$ cat src/rtl/charger_cfg_pkg.sv
// Shared constants for the charger timer, recharge and boost configuration bank.
package charger_cfg_pkg;

   // Register byte offsets on the serial control port.
   localparam logic [7:0] ADDR_RECHARGE  = 8'h0A;
   localparam logic [7:0] ADDR_OTG_V_HI  = 8'h0B;
   localparam logic [7:0] ADDR_OTG_V_LO  = 8'h0C;
   localparam logic [7:0] ADDR_OTG_I     = 8'h0D;
   localparam logic [7:0] ADDR_TIMER     = 8'h0E;
   localparam logic [7:0] ADDR_CTRL0     = 8'h0F;
   localparam logic [7:0] READ_UNMAPPED  = 8'h00;

   // Reset values; the recharge value excludes the two cell-count bits.
   localparam logic [5:0]  RECHARGE_LOW_RESET = 6'h23;
   localparam logic [10:0] OTG_V_RESET        = 11'h0DC;
   localparam logic [7:0]  OTG_I_RESET        = 8'h4B;
   localparam logic [7:0]  TIMER_RESET        = 8'h3D;
   localparam logic [7:0]  CTRL0_RESET        = 8'hA2;
   // Control-0 bits that the host watchdog returns to default.
   localparam logic [7:0]  CTRL0_WD_MASK      = 8'h2B;
   localparam logic [7:0]  CTRL0_WRITE_MASK   = 8'hFE;

   // Field positions.
   localparam int CELL_MSB = 7;
   localparam int CELL_LSB = 6;
   localparam int OTG_V_HI_BITS = 3;
   localparam int PRECHG_LEN_BIT = 7;

   // Set-point scaling and clamps.
   localparam int             VOTG_BASE_MV   = 2800;
   localparam int             VOTG_STEP_MV   = 10;
   localparam logic [10:0]    VOTG_MAX_CODE  = 11'h780;
   localparam int             IOTG_STEP_MA   = 40;
   localparam logic [6:0]     IOTG_MIN_CODE  = 7'h04;
   localparam int             VRECHG_BASE_MV = 50;
   localparam int             VRECHG_STEP_MV = 50;

   // Filter and timer lengths in their own units.
   localparam int TRECHG_MS_0 = 64;
   localparam int TRECHG_MS_1 = 256;
   localparam int TRECHG_MS_2 = 1024;
   localparam int TRECHG_MS_3 = 2048;
   localparam int PRECHG_LONG_MIN  = 120;
   localparam int PRECHG_SHORT_MIN = 30;
   localparam int TOPOFF_STEP_MIN  = 15;
   localparam int TRICKLE_MIN      = 60;
   localparam int FAST_HRS_0 = 5;
   localparam int FAST_HRS_1 = 8;
   localparam int FAST_HRS_2 = 12;
   localparam int FAST_HRS_3 = 24;

   // Cycles the strap waits after reset so its synchroniser has settled.
   localparam logic [1:0] STRAP_WAIT = 2'h3;

   typedef enum logic [2:0] {
      ST_IDLE     = 3'b000,
      ST_ADDR     = 3'b001,
      ST_ACK_ADDR = 3'b010,
      ST_PTR      = 3'b011,
      ST_ACK_W    = 3'b100,
      ST_WRITE    = 3'b101,
      ST_READ     = 3'b110,
      ST_RACK     = 3'b111
   } i2c_state_type;

endpackage

$ cat src/rtl/charger_cfg_regs.sv
// Serial-port configuration bank for cell count, recharge, boost and safety timers.
//
// Operation
// - After power-on the cell-count field is loaded from the program-pin strap code.
// - The recharge deglitch selector picks 64, 256, 1024 or 2048 ms and defaults to code 2.
// - The recharge offset is 50 mV plus 50 mV per code and defaults to code 3.
// - The boost voltage is 2800 mV plus 10 mV per code, clamped at 22000 mV, default DCh.
// - The boost current limit is 40 mA per code, clamped low at 160 mA, default 4Bh.
// - The pre-charge timer length bit selects two hours when clear and half an hour when set.
// - The top-off selector disables the timer at code 0 and gives 15, 30 or 45 minutes otherwise.
// - The trickle timer enable switches a fixed one-hour timer and defaults to on.
// - The pre-charge timer enable switches that timer and defaults to on.
// - The fast-charge timer enable switches that timer and defaults to on.
// - The fast-charge length selector picks 5, 8, 12 or 24 hours and defaults to 12.
// - With half speed on, the charge timers run at half rate while limiting or regulating heat.
// - A software register reset restores defaults and restarts the safety timer.
`timescale 1ns/1ps
module charger_cfg_regs
   import charger_cfg_pkg::*;
#(
   parameter logic [6:0] DEV_ADDR = 7'h55 // Arbitrary target address.
)(
   input  wire logic        clk,
   input  wire logic        rst_n,
   input  wire logic        scl_i,
   input  wire logic        sda_i,
   output logic             sda_o,
   output logic             sda_oe,
   input  wire logic [1:0]  cell_program_pin,
   input  wire logic        sw_reg_reset,
   input  wire logic        watchdog_expired,
   input  wire logic        input_power_limiting,
   input  wire logic        thermal_regulation,
   output logic             timer_restart,
   output logic      [1:0]  cell_count,
   output logic      [1:0]  recharge_deglitch_sel,
   output logic      [3:0]  recharge_offset,
   output logic      [10:0] boost_voltage_setpoint,
   output logic      [6:0]  boost_current_limit,
   output logic             precharge_timer_len,
   output logic      [1:0]  topoff_timer_sel,
   output logic             trickle_timer_on,
   output logic             precharge_timer_on,
   output logic             fast_timer_on,
   output logic      [1:0]  fast_timer_len,
   output logic             timer_half_speed_on,
   output logic      [7:0]  charger_control_first,
   output logic      [11:0] deglitch_ms,
   output logic      [9:0]  offset_mv,
   output logic      [14:0] boost_mv,
   output logic      [12:0] boost_ma,
   output logic      [7:0]  precharge_min,
   output logic      [5:0]  topoff_min,
   output logic      [5:0]  trickle_min,
   output logic      [4:0]  fast_hours,
   output logic             timer_half_rate
);

   // Synchronisers for the port pins and the strap.
   logic scl_s1_reg, scl_s2_reg, scl_d_reg;
   logic sda_s1_reg, sda_s2_reg, sda_d_reg;
   logic [1:0] strap_s1_reg, strap_s2_reg;

   always_ff @(posedge clk or negedge rst_n) begin
      if (!rst_n) begin
         scl_s1_reg   <= 1'b1;
         scl_s2_reg   <= 1'b1;
         scl_d_reg    <= 1'b1;
         sda_s1_reg   <= 1'b1;
         sda_s2_reg   <= 1'b1;
         sda_d_reg    <= 1'b1;
         strap_s1_reg <= 2'h0;
         strap_s2_reg <= 2'h0;
      end else begin
         scl_s1_reg   <= scl_i;
         scl_s2_reg   <= scl_s1_reg;
         scl_d_reg    <= scl_s2_reg;
         sda_s1_reg   <= sda_i;
         sda_s2_reg   <= sda_s1_reg;
         sda_d_reg    <= sda_s2_reg;
         strap_s1_reg <= cell_program_pin;
         strap_s2_reg <= strap_s1_reg;
      end
   end

   logic scl_rise, scl_fall, bus_start, bus_stop;
   assign scl_rise  = scl_s2_reg & ~scl_d_reg;
   assign scl_fall  = ~scl_s2_reg & scl_d_reg;
   assign bus_start = scl_s2_reg & scl_d_reg & sda_d_reg & ~sda_s2_reg;
   assign bus_stop  = scl_s2_reg & scl_d_reg & ~sda_d_reg & sda_s2_reg;

   // Register storage.
   logic [7:0]  rchg_reg, rchg_next;
   logic [10:0] otg_v_reg, otg_v_next;
   logic [7:0]  otg_i_reg, otg_i_next;
   logic [7:0]  tmr_reg, tmr_next;
   logic [7:0]  ctrl0_reg, ctrl0_next;
   logic [1:0]  strap_wait_reg, strap_wait_next;
   logic        strap_done_reg, strap_done_next;
   logic        restart_reg;

   // Port state.
   i2c_state_type state_reg, state_next;
   logic [2:0] cnt_reg, cnt_next;
   logic [7:0] shift_reg, shift_next;
   logic [7:0] ptr_reg, ptr_next;
   logic       rw_reg, rw_next;
   logic       got_bit_reg, got_bit_next;
   logic       oe_reg, oe_next;
   logic       wr_reg, wr_next;
   logic [7:0] wr_addr_reg, wr_addr_next;
   logic [7:0] wr_data_reg, wr_data_next;

   function automatic logic [7:0] read_byte(input logic [7:0] addr);
      unique case (addr)
         ADDR_RECHARGE: read_byte = rchg_reg;
         ADDR_OTG_V_HI: read_byte = {5'h00, otg_v_reg[10:8]};
         ADDR_OTG_V_LO: read_byte = otg_v_reg[7:0];
         ADDR_OTG_I:    read_byte = otg_i_reg;
         ADDR_TIMER:    read_byte = tmr_reg;
         ADDR_CTRL0:    read_byte = ctrl0_reg;
         default:       read_byte = READ_UNMAPPED;
      endcase
   endfunction

   always_comb begin
      logic [7:0] tx;
      tx           = read_byte(ptr_reg);
      state_next   = state_reg;
      cnt_next     = cnt_reg;
      shift_next   = shift_reg;
      ptr_next     = ptr_reg;
      rw_next      = rw_reg;
      got_bit_next = got_bit_reg;
      oe_next      = oe_reg;
      wr_next      = 1'b0;
      wr_addr_next = wr_addr_reg;
      wr_data_next = wr_data_reg;
      if (bus_start) begin
         state_next   = ST_ADDR;
         cnt_next     = 3'h0;
         oe_next      = 1'b0;
         got_bit_next = 1'b0;
      end else if (bus_stop) begin
         state_next = ST_IDLE;
         oe_next    = 1'b0;
      end else begin
         unique case (state_reg)
            ST_IDLE: ;
            ST_ADDR, ST_PTR, ST_WRITE: begin
               if (scl_rise) begin
                  shift_next   = {shift_reg[6:0], sda_s2_reg};
                  cnt_next     = cnt_reg + 3'h1;
                  got_bit_next = 1'b1;
               end else if (scl_fall && got_bit_reg && cnt_reg == 3'h0
                            && state_reg == ST_ADDR) begin
                  // Eight bits are in once the counter has wrapped. The fall that closes
                  // a start comes before any bit, so a byte only counts after a bit.
                  if (shift_reg[7:1] == DEV_ADDR) begin
                     rw_next    = shift_reg[0];
                     oe_next    = 1'b1;
                     state_next = ST_ACK_ADDR;
                  end else begin
                     state_next = ST_IDLE;
                  end
               end else if (scl_fall && got_bit_reg && cnt_reg == 3'h0) begin
                  if (state_reg == ST_PTR) begin
                     ptr_next = shift_reg;
                  end else begin
                     wr_next      = 1'b1;
                     wr_addr_next = ptr_reg;
                     wr_data_next = shift_reg;
                     ptr_next     = ptr_reg + 8'h01;
                  end
                  oe_next    = 1'b1;
                  state_next = ST_ACK_W;
               end
            end
            ST_ACK_W: begin
               if (scl_fall) begin
                  oe_next    = 1'b0;
                  state_next = ST_WRITE;
               end
            end
            ST_ACK_ADDR, ST_RACK: begin
               if (scl_rise && state_reg == ST_RACK) begin
                  rw_next = ~sda_s2_reg;
               end else if (scl_fall && !rw_reg) begin
                  oe_next    = 1'b0;
                  state_next = (state_reg == ST_RACK) ? ST_IDLE : ST_PTR;
               end else if (scl_fall) begin
                  shift_next = tx;
                  ptr_next   = ptr_reg + 8'h01;
                  oe_next    = ~tx[7];
                  cnt_next   = 3'h0;
                  state_next = ST_READ;
               end
            end
            ST_READ: begin
               if (scl_fall) begin
                  shift_next = {shift_reg[6:0], 1'b0};
                  cnt_next   = cnt_reg + 3'h1;
                  oe_next    = (cnt_reg == 3'h7) ? 1'b0 : ~shift_reg[6];
                  if (cnt_reg == 3'h7) begin
                     state_next = ST_RACK;
                  end
               end
            end
         endcase
      end
   end

   always_comb begin
      logic [10:0] v_new;
      logic        any_reset;
      v_new           = otg_v_reg;
      any_reset       = sw_reg_reset | watchdog_expired;
      rchg_next       = rchg_reg;
      otg_v_next      = otg_v_reg;
      otg_i_next      = otg_i_reg;
      tmr_next        = tmr_reg;
      ctrl0_next      = ctrl0_reg;
      strap_wait_next = strap_wait_reg;
      strap_done_next = strap_done_reg;
      if (any_reset) begin
         // Writes landing in a reset cycle are dropped so defaults are certain.
         rchg_next  = {rchg_reg[CELL_MSB:CELL_LSB], RECHARGE_LOW_RESET};
         otg_v_next = OTG_V_RESET;
         otg_i_next = OTG_I_RESET;
         tmr_next   = TIMER_RESET;
         ctrl0_next = sw_reg_reset ? CTRL0_RESET :
                      (ctrl0_reg & ~CTRL0_WD_MASK) | (CTRL0_RESET & CTRL0_WD_MASK);
      end else if (wr_reg) begin
         unique case (wr_addr_reg)
            ADDR_RECHARGE: rchg_next = wr_data_reg;
            ADDR_OTG_V_HI: v_new = {wr_data_reg[OTG_V_HI_BITS-1:0], otg_v_reg[7:0]};
            ADDR_OTG_V_LO: v_new = {otg_v_reg[10:8], wr_data_reg};
            ADDR_OTG_I: otg_i_next = {wr_data_reg[PRECHG_LEN_BIT],
                           (wr_data_reg[6:0] < IOTG_MIN_CODE) ? IOTG_MIN_CODE
                                                              : wr_data_reg[6:0]};
            ADDR_TIMER:    tmr_next = wr_data_reg;
            ADDR_CTRL0:    ctrl0_next = wr_data_reg & CTRL0_WRITE_MASK;
            default: ;
         endcase
         otg_v_next = (v_new > VOTG_MAX_CODE) ? VOTG_MAX_CODE : v_new;
      end
      if (!strap_done_reg) begin
         strap_wait_next = strap_wait_reg + 2'h1;
         if (strap_wait_reg == STRAP_WAIT) begin
            rchg_next[CELL_MSB:CELL_LSB] = strap_s2_reg;
            strap_done_next              = 1'b1;
         end
      end
   end

   always_ff @(posedge clk or negedge rst_n) begin
      if (!rst_n) begin
         state_reg      <= ST_IDLE;
         cnt_reg        <= 3'h0;
         shift_reg      <= 8'h00;
         ptr_reg        <= 8'h00;
         rw_reg         <= 1'b0;
         got_bit_reg    <= 1'b0;
         oe_reg         <= 1'b0;
         wr_reg         <= 1'b0;
         wr_addr_reg    <= 8'h00;
         wr_data_reg    <= 8'h00;
         rchg_reg       <= {2'h0, RECHARGE_LOW_RESET};
         otg_v_reg      <= OTG_V_RESET;
         otg_i_reg      <= OTG_I_RESET;
         tmr_reg        <= TIMER_RESET;
         ctrl0_reg      <= CTRL0_RESET;
         strap_wait_reg <= 2'h0;
         strap_done_reg <= 1'b0;
         restart_reg    <= 1'b0;
      end else begin
         state_reg      <= state_next;
         cnt_reg        <= cnt_next;
         shift_reg      <= shift_next;
         ptr_reg        <= ptr_next;
         rw_reg         <= rw_next;
         got_bit_reg    <= got_bit_next;
         oe_reg         <= oe_next;
         wr_reg         <= wr_next;
         wr_addr_reg    <= wr_addr_next;
         wr_data_reg    <= wr_data_next;
         rchg_reg       <= rchg_next;
         otg_v_reg      <= otg_v_next;
         otg_i_reg      <= otg_i_next;
         tmr_reg        <= tmr_next;
         ctrl0_reg      <= ctrl0_next;
         strap_wait_reg <= strap_wait_next;
         strap_done_reg <= strap_done_next;
         restart_reg    <= sw_reg_reset;
      end
   end

   assign sda_o                  = 1'b0;
   assign sda_oe                 = oe_reg;
   assign timer_restart          = restart_reg;
   assign cell_count             = rchg_reg[CELL_MSB:CELL_LSB];
   assign recharge_deglitch_sel  = rchg_reg[5:4];
   assign recharge_offset        = rchg_reg[3:0];
   assign boost_voltage_setpoint = otg_v_reg;
   assign boost_current_limit    = otg_i_reg[6:0];
   assign precharge_timer_len    = otg_i_reg[PRECHG_LEN_BIT];
   assign topoff_timer_sel       = tmr_reg[7:6];
   assign trickle_timer_on       = tmr_reg[5];
   assign precharge_timer_on     = tmr_reg[4];
   assign fast_timer_on          = tmr_reg[3];
   assign fast_timer_len         = tmr_reg[2:1];
   assign timer_half_speed_on    = tmr_reg[0];
   assign charger_control_first  = ctrl0_reg;

   charger_setting_decode u_decode (
      .clk             (clk),
      .rst_n           (rst_n),
      .deglitch_sel    (rchg_reg[5:4]),
      .offset_code     (rchg_reg[3:0]),
      .votg_code       (otg_v_reg),
      .iotg_code       (otg_i_reg[6:0]),
      .timer_ctrl      (tmr_reg),
      .precharge_len   (otg_i_reg[PRECHG_LEN_BIT]),
      .limiting_active (input_power_limiting | thermal_regulation),
      .deglitch_ms     (deglitch_ms),
      .offset_mv       (offset_mv),
      .boost_mv        (boost_mv),
      .boost_ma        (boost_ma),
      .precharge_min   (precharge_min),
      .topoff_min      (topoff_min),
      .trickle_min     (trickle_min),
      .fast_hours      (fast_hours),
      .timer_half_rate (timer_half_rate)
   );

   a_otg_clamp_high: assert property (@(posedge clk) disable iff (!rst_n)
      otg_v_reg <= 11'h780) else $error("boost voltage code above ceiling");
   a_otg_clamp_low: assert property (@(posedge clk) disable iff (!rst_n)
      otg_i_reg[6:0] >= 7'h04) else $error("boost current code below floor");
   a_swreset_defaults: assert property (@(posedge clk) disable iff (!rst_n)
      sw_reg_reset |=> tmr_reg == 8'h3D && otg_v_reg == 11'h0DC && timer_restart)
      else $error("software reset did not restore defaults");
   a_wd_keeps_cell: assert property (@(posedge clk) disable iff (!rst_n)
      (watchdog_expired && strap_done_reg) |=> cell_count == $past(cell_count)
      && rchg_reg[5:0] == 6'h23) else $error("watchdog disturbed cell count");
   a_cell_from_strap: assert property (@(posedge clk) disable iff (!rst_n)
      (!strap_done_reg && strap_wait_reg == 2'h3) |=> cell_count == $past(strap_s2_reg))
      else $error("cell count not taken from strap");
   a_otg_hi_reserved: assert property (@(posedge clk) disable iff (!rst_n)
      (state_reg == ST_READ && $past(ptr_reg) == 8'h0B && $past(state_reg) != ST_READ)
      |-> shift_reg[7:3] == 5'h00) else $error("reserved boost bits not zero");

endmodule

$ cat src/rtl/charger_setting_decode.sv
// Turns the stored configuration codes into physical timer and set-point values.
`timescale 1ns/1ps
module charger_setting_decode
   import charger_cfg_pkg::*;
(
   input  wire logic        clk,
   input  wire logic        rst_n,
   input  wire logic [1:0]  deglitch_sel,
   input  wire logic [3:0]  offset_code,
   input  wire logic [10:0] votg_code,
   input  wire logic [6:0]  iotg_code,
   input  wire logic [7:0]  timer_ctrl,
   input  wire logic        precharge_len,
   input  wire logic        limiting_active,
   output logic      [11:0] deglitch_ms,
   output logic      [9:0]  offset_mv,
   output logic      [14:0] boost_mv,
   output logic      [12:0] boost_ma,
   output logic      [7:0]  precharge_min,
   output logic      [5:0]  topoff_min,
   output logic      [5:0]  trickle_min,
   output logic      [4:0]  fast_hours,
   output logic             timer_half_rate
);

   logic [11:0] deglitch_next;
   logic [4:0]  fast_next;

   always_comb begin
      unique case (deglitch_sel)
         2'h0: deglitch_next = 12'(TRECHG_MS_0);
         2'h1: deglitch_next = 12'(TRECHG_MS_1);
         2'h2: deglitch_next = 12'(TRECHG_MS_2);
         2'h3: deglitch_next = 12'(TRECHG_MS_3);
      endcase
      unique case (timer_ctrl[2:1])
         2'h0: fast_next = 5'(FAST_HRS_0);
         2'h1: fast_next = 5'(FAST_HRS_1);
         2'h2: fast_next = 5'(FAST_HRS_2);
         2'h3: fast_next = 5'(FAST_HRS_3);
      endcase
   end

   // A disabled timer reports a length of zero.
   always_ff @(posedge clk or negedge rst_n) begin
      if (!rst_n) begin
         deglitch_ms     <= '0;
         offset_mv       <= '0;
         boost_mv        <= '0;
         boost_ma        <= '0;
         precharge_min   <= '0;
         topoff_min      <= '0;
         trickle_min     <= '0;
         fast_hours      <= '0;
         timer_half_rate <= 1'b0;
      end else begin
         deglitch_ms     <= deglitch_next;
         offset_mv       <= 10'(VRECHG_BASE_MV + VRECHG_STEP_MV * int'(offset_code));
         boost_mv        <= 15'(VOTG_BASE_MV + VOTG_STEP_MV * int'(votg_code));
         boost_ma        <= 13'(IOTG_STEP_MA * int'(iotg_code));
         precharge_min   <= !timer_ctrl[4] ? 8'h00 :
                            8'(precharge_len ? PRECHG_SHORT_MIN : PRECHG_LONG_MIN);
         topoff_min      <= 6'(TOPOFF_STEP_MIN * int'(timer_ctrl[7:6]));
         trickle_min     <= timer_ctrl[5] ? 6'(TRICKLE_MIN) : 6'h00;
         fast_hours      <= timer_ctrl[3] ? fast_next : 5'h00;
         timer_half_rate <= timer_ctrl[0] & limiting_active;
      end
   end

   // The sampled reset gates the antecedent: at the release edge the outputs still hold zero.
   a_deglitch_default: assert property (@(posedge clk) disable iff (!rst_n)
      rst_n && deglitch_sel == 2'h2 |=> deglitch_ms == 12'h400)
      else $error("deglitch not 1024 ms");
   a_offset_scale: assert property (@(posedge clk) disable iff (!rst_n)
      rst_n |=> int'(offset_mv) == 50 + 50 * int'($past(offset_code)))
      else $error("recharge offset scale wrong");
   a_half_rate: assert property (@(posedge clk) disable iff (!rst_n)
      (timer_ctrl[0] && limiting_active) |=> timer_half_rate)
      else $error("timers not slowed");
   a_trickle_len: assert property (@(posedge clk) disable iff (!rst_n)
      rst_n && timer_ctrl[5] |=> trickle_min == 6'h3C) else $error("trickle timer not one hour");

endmodule

$ cat config.mk
export PLATFORM = sky130hd
export DESIGN_NAME = charger_cfg_regs
export DESIGN_NICKNAME = d
export VERILOG_FILES = /design/src/rtl/charger_cfg_pkg.sv /design/src/rtl/charger_cfg_regs.sv /design/src/rtl/charger_setting_decode.sv
export SDC_FILE = /design/constraint.sdc
export NUM_CORES = 1
export LEC_CHECK = 0
export ABC_AREA = 1
export BUFFER_PORTS_ARGS = -buffer_cell sky130_fd_sc_hd__buf_2
export CAP_MARGIN = 10
export CORE_UTILIZATION = 57
export CTS_CLUSTER_SIZE = 12
export DETAILED_ROUTE_END_ITERATION = 16
export MAX_ROUTING_LAYER = met4
export PLACE_DENSITY = 0.9
export SYNTH_ARGS = -nofsm -noshare
export SYNTH_HDL_FRONTEND = slang
export SYNTH_SLANG_ARGS = --single-unit
$ cat constraint.sdc
create_clock -name clk -period 2.85 [get_ports clk]
set_input_delay 0.285 -clock clk [delete_from_list [all_inputs] [get_ports clk]]
set_output_delay 0.285 -clock clk [all_outputs]
set_load 0.05 [all_outputs]
==> metrics.cfg <==
[cells_and_area]
layout_commonest_cell = nand2_1
nFillCells = 1053
nets = 1153
final_area_um2 = 9330
final_cell_mix = nand2_1, dfrtp_1, inv_1
n_antenna_cell = 0
largest_reg_flops = 14
largest-register = u_decode.boost_mv
drive_above_1_share_pct = 19.9
area_growth_pct = 15.2

[worst_setup_path]
cp_num_cells = 14
r2r_cells = 14
cpMostUsedCell = nand2_1
critical_path_required_ns = 3.18
path_buf_inv = 2
crit_type = reg2reg
rr_startpoint = boost_voltage_setpoint[2]
slowest_stage = dfstp_2
arrival_ns = 2.90
cp_max_fo = 6
critPathMaxStageDelay_ns = 0.58
path_cells = ha_1 > ha_1 > inv_1 > fa_1 > ha_1 > inv_1 > nor2_1 > nand3_1 > nand2_1 > nand2_1 > nand2_1 > nand2_1 > nand3_1 > nand2_1
r2r-end = u_decode.boost_mv[14]
cp_top_family = adder cells
reg2reg_setup_slack_ns = 0.28
cp-end-kind = flip-flop
startpoint = boost_voltage_setpoint[2]
setup.worst_path.end = u_decode.boost_mv[14]
startpoint_type = flip-flop

[route]
wl_per_cell_um = 15.1
vias_per_cell = 5.46
detail_route.first_pass.iterations = 6
drt_iter0_drc = 628
drc = 0
finalWirelength_mm = 19.4
vias = 7005
postRouteAntennaNets = 0

[die]
core_um2 = 13900
initial_core_util_pct = 58.3
die_x_um = 121
io_pins = 132
dieHeight_um = 121
fp-row-count = 43
die-area_um2 = 14700

[pwr]
power_frac_seq_pct = 40.5
swShare_pct = 39.6
p_leak_nw = 4.87
clockPowerShare_pct = 30.9
p_comb_share_pct = 28.6
vdd_ir_drop_max_mv = 0.388
fin_total_pwr_mw = 6.93
powerDensity_nw_per_um2 = 742
internal_power_mw = 4.19
p_switching_mw = 2.74

[synth]
synth-seq-cells = 149
synth_top_flop_cell = dfrtp_1
synth-edff-count = 0
async_reset_ff_share_pct = 100
syn_inst = 969
synth_compound_area_share_pct = 9.38
yosysSeqAreaShare_pct = 46.5
synth_xor_area_share_pct = 2.16
synth.area.mux_share_pct = 0.185
synth_top_family_by_area = simple AND/OR/NAND/NOR gates
synth-adder-area-share_pct = 8.47
yosys_warnings = 0
synth-simple-area-share_pct = 23.8
ys_types = 51
syn_avg_cell_area_um2 = 8.36
syn-cell-area_um2 = 8100

[job]
max_cap_violations = 0

[min_path]
holdPathStages = 3
hold_class = in2reg

[timing]
fmaxAchievable_mhz = 389
timing.final.crit_share_pct = 90.2
rsz0062_at_grt = false
slew_headroom_pct = 58.4
layout_setup_ws_ns = 0.278
whs_ns = 0.0725
fin_setup_tns_ns = 0
slew_viol_final = 0
skew_ns = 0.00932
setup_viol = 0
finalHoldViolCount = 0
worst_pin_slew_ns = 0.624
layout_min_cycle_time_ns = 2.57

[place]
port_buffers = 111
dp_hpwl_mm = 14.0
dp_worst_setup_slack_ns = 0.297
routabilityCongestion = 0.972
dpl_cell_area_um2 = 8710

[clock_tree]
cts.path.max_buffers = 2
cts_tree = built
cts-htree-levels = 4
root_buffer = clkbuf_16
clkLatencyLatePin_ns = 0.44
clkTransAtPathRegs_ns = 0.06
cts_inserted_buffers = 17
cts_sinks = 149

[global_routing]
grt_antenna_before_repair = 0
grt_max_degree = 68
grtUsageTotal_pct = 29.0
overflow = 0
grt_pass1_vias = 6478
grt_pass1_wl_mm = 31.5

[status]
status = completed

## worst min-delay path: stages
cell	delay (ns)
buf_2	0.08
nor2_1	0.04
nor2_1	0.07
## per-stage QoR
stage / instances / util [%]
finish: 1283 / 67.2
floorplan: 988 / -
detailed placement: 1245 / 62.8
global route: 1283 / 67.2
global placement: 1245 / 62.8
CTS: 1283 / 67.2
## Yosys cell counts (2+ instances only)
cell      count  area share [%]
nor2_1       78             3.6
o21ai_2       9            0.97
nand3_1      62             3.8
buf_4        27             2.5
dfstp_2      26             8.4
a31oi_1       3            0.23
inv_1       120             5.6
o311ai_0      2            0.22
o21ai_1       6            0.37
fa_1          3            0.74
xor2_1       15             1.6
o22ai_1       6            0.46
ha_1         50             7.7
nand2_1     248              11
a21oi_1      32             2.0
inv_2         6            0.28
dfrtp_1     123              38
xnor2_1       5            0.54
buf_2         2            0.12
o21ai_0      70             4.3
nor3_1       11            0.68
buf_6         3            0.42
nand4_1      10            0.77
nand3b_1      3            0.28
clkbuf_1      5            0.23
nor3_2        3            0.37
nor2_2        7            0.54
nand2_2      11            0.85
## cells by family (layout without fill, tap and decap cells)
family | Yosys count | count (layout)
other | 1 | 20
adders and majority gates | 53 | 53
DFF | 149 | 149
muxes | 1 | 1
buffers and inverters | 167 | 282
and+or+nand+nor | 442 | 442
AOI/OAI and AO/OA | 136 | 136
xor gates and xnor gates | 20 | 20
## power groups by stage
| stage | Clock, mW | Sequential [mW] | Combinational (mW) |
|---|---|---|---|
| floorplan | 0 | 3.19 | 1.12 |
| global placement | 0 | 2.81 | 1.90 |
| detailed placement | 0 | 2.83 | 1.95 |
| CTS | 2.16 | 2.79 | 1.98 |
| global route | 2.27 | 2.84 | 2.17 |
| finish | 2.14 | 2.80 | 1.98 |
## per-layer routing
metal  wire, µm  GRT usage (%)  share of wire, %  up-vias
li1           -              -                 -     3323
met1       7650           35.3                39     3260
met2       9250           45.3                48      355
met3       1780           7.52               9.2       67
met4        707           13.7               3.6        0
met5          0              -                 0        -
## area by class of cell
cell class                 instances  area (µm²)  share of cell area [%]
sequential                       149        3760                    40.3
multi-input combinational        672        3630                    38.9
timing repair buffer             121         664                    7.12
inverter                         129         488                    5.23
clock buffer                      19         433                    4.64
tap                              180         225                    2.41
clock inverter                    13         125                    1.34
## how the worst min path moves through the flow
stage | slack [ns] | to | startpoint
after global routing | 0.11 | u_decode.timer_half_rate | input_power_limiting
after global placement | 0.32 | u_decode.offset_mv[5] | rst_n
after floorplan | -0.01 | boost_voltage_setpoint[0] | rst_n
final | 0.07 | u_decode.timer_half_rate | input_power_limiting
after detailed placement | 0.33 | strap_wait_reg[1] | rst_n
after CTS | 0.07 | u_decode.timer_half_rate | input_power_limiting
## repair_timing
item,in CTS,in global routing
hold buffers,6,0
setup buffers,0,0
hold endpoints to repair,59,0
gates resized for setup,0,0
Power figures use the tool's default switching activity.
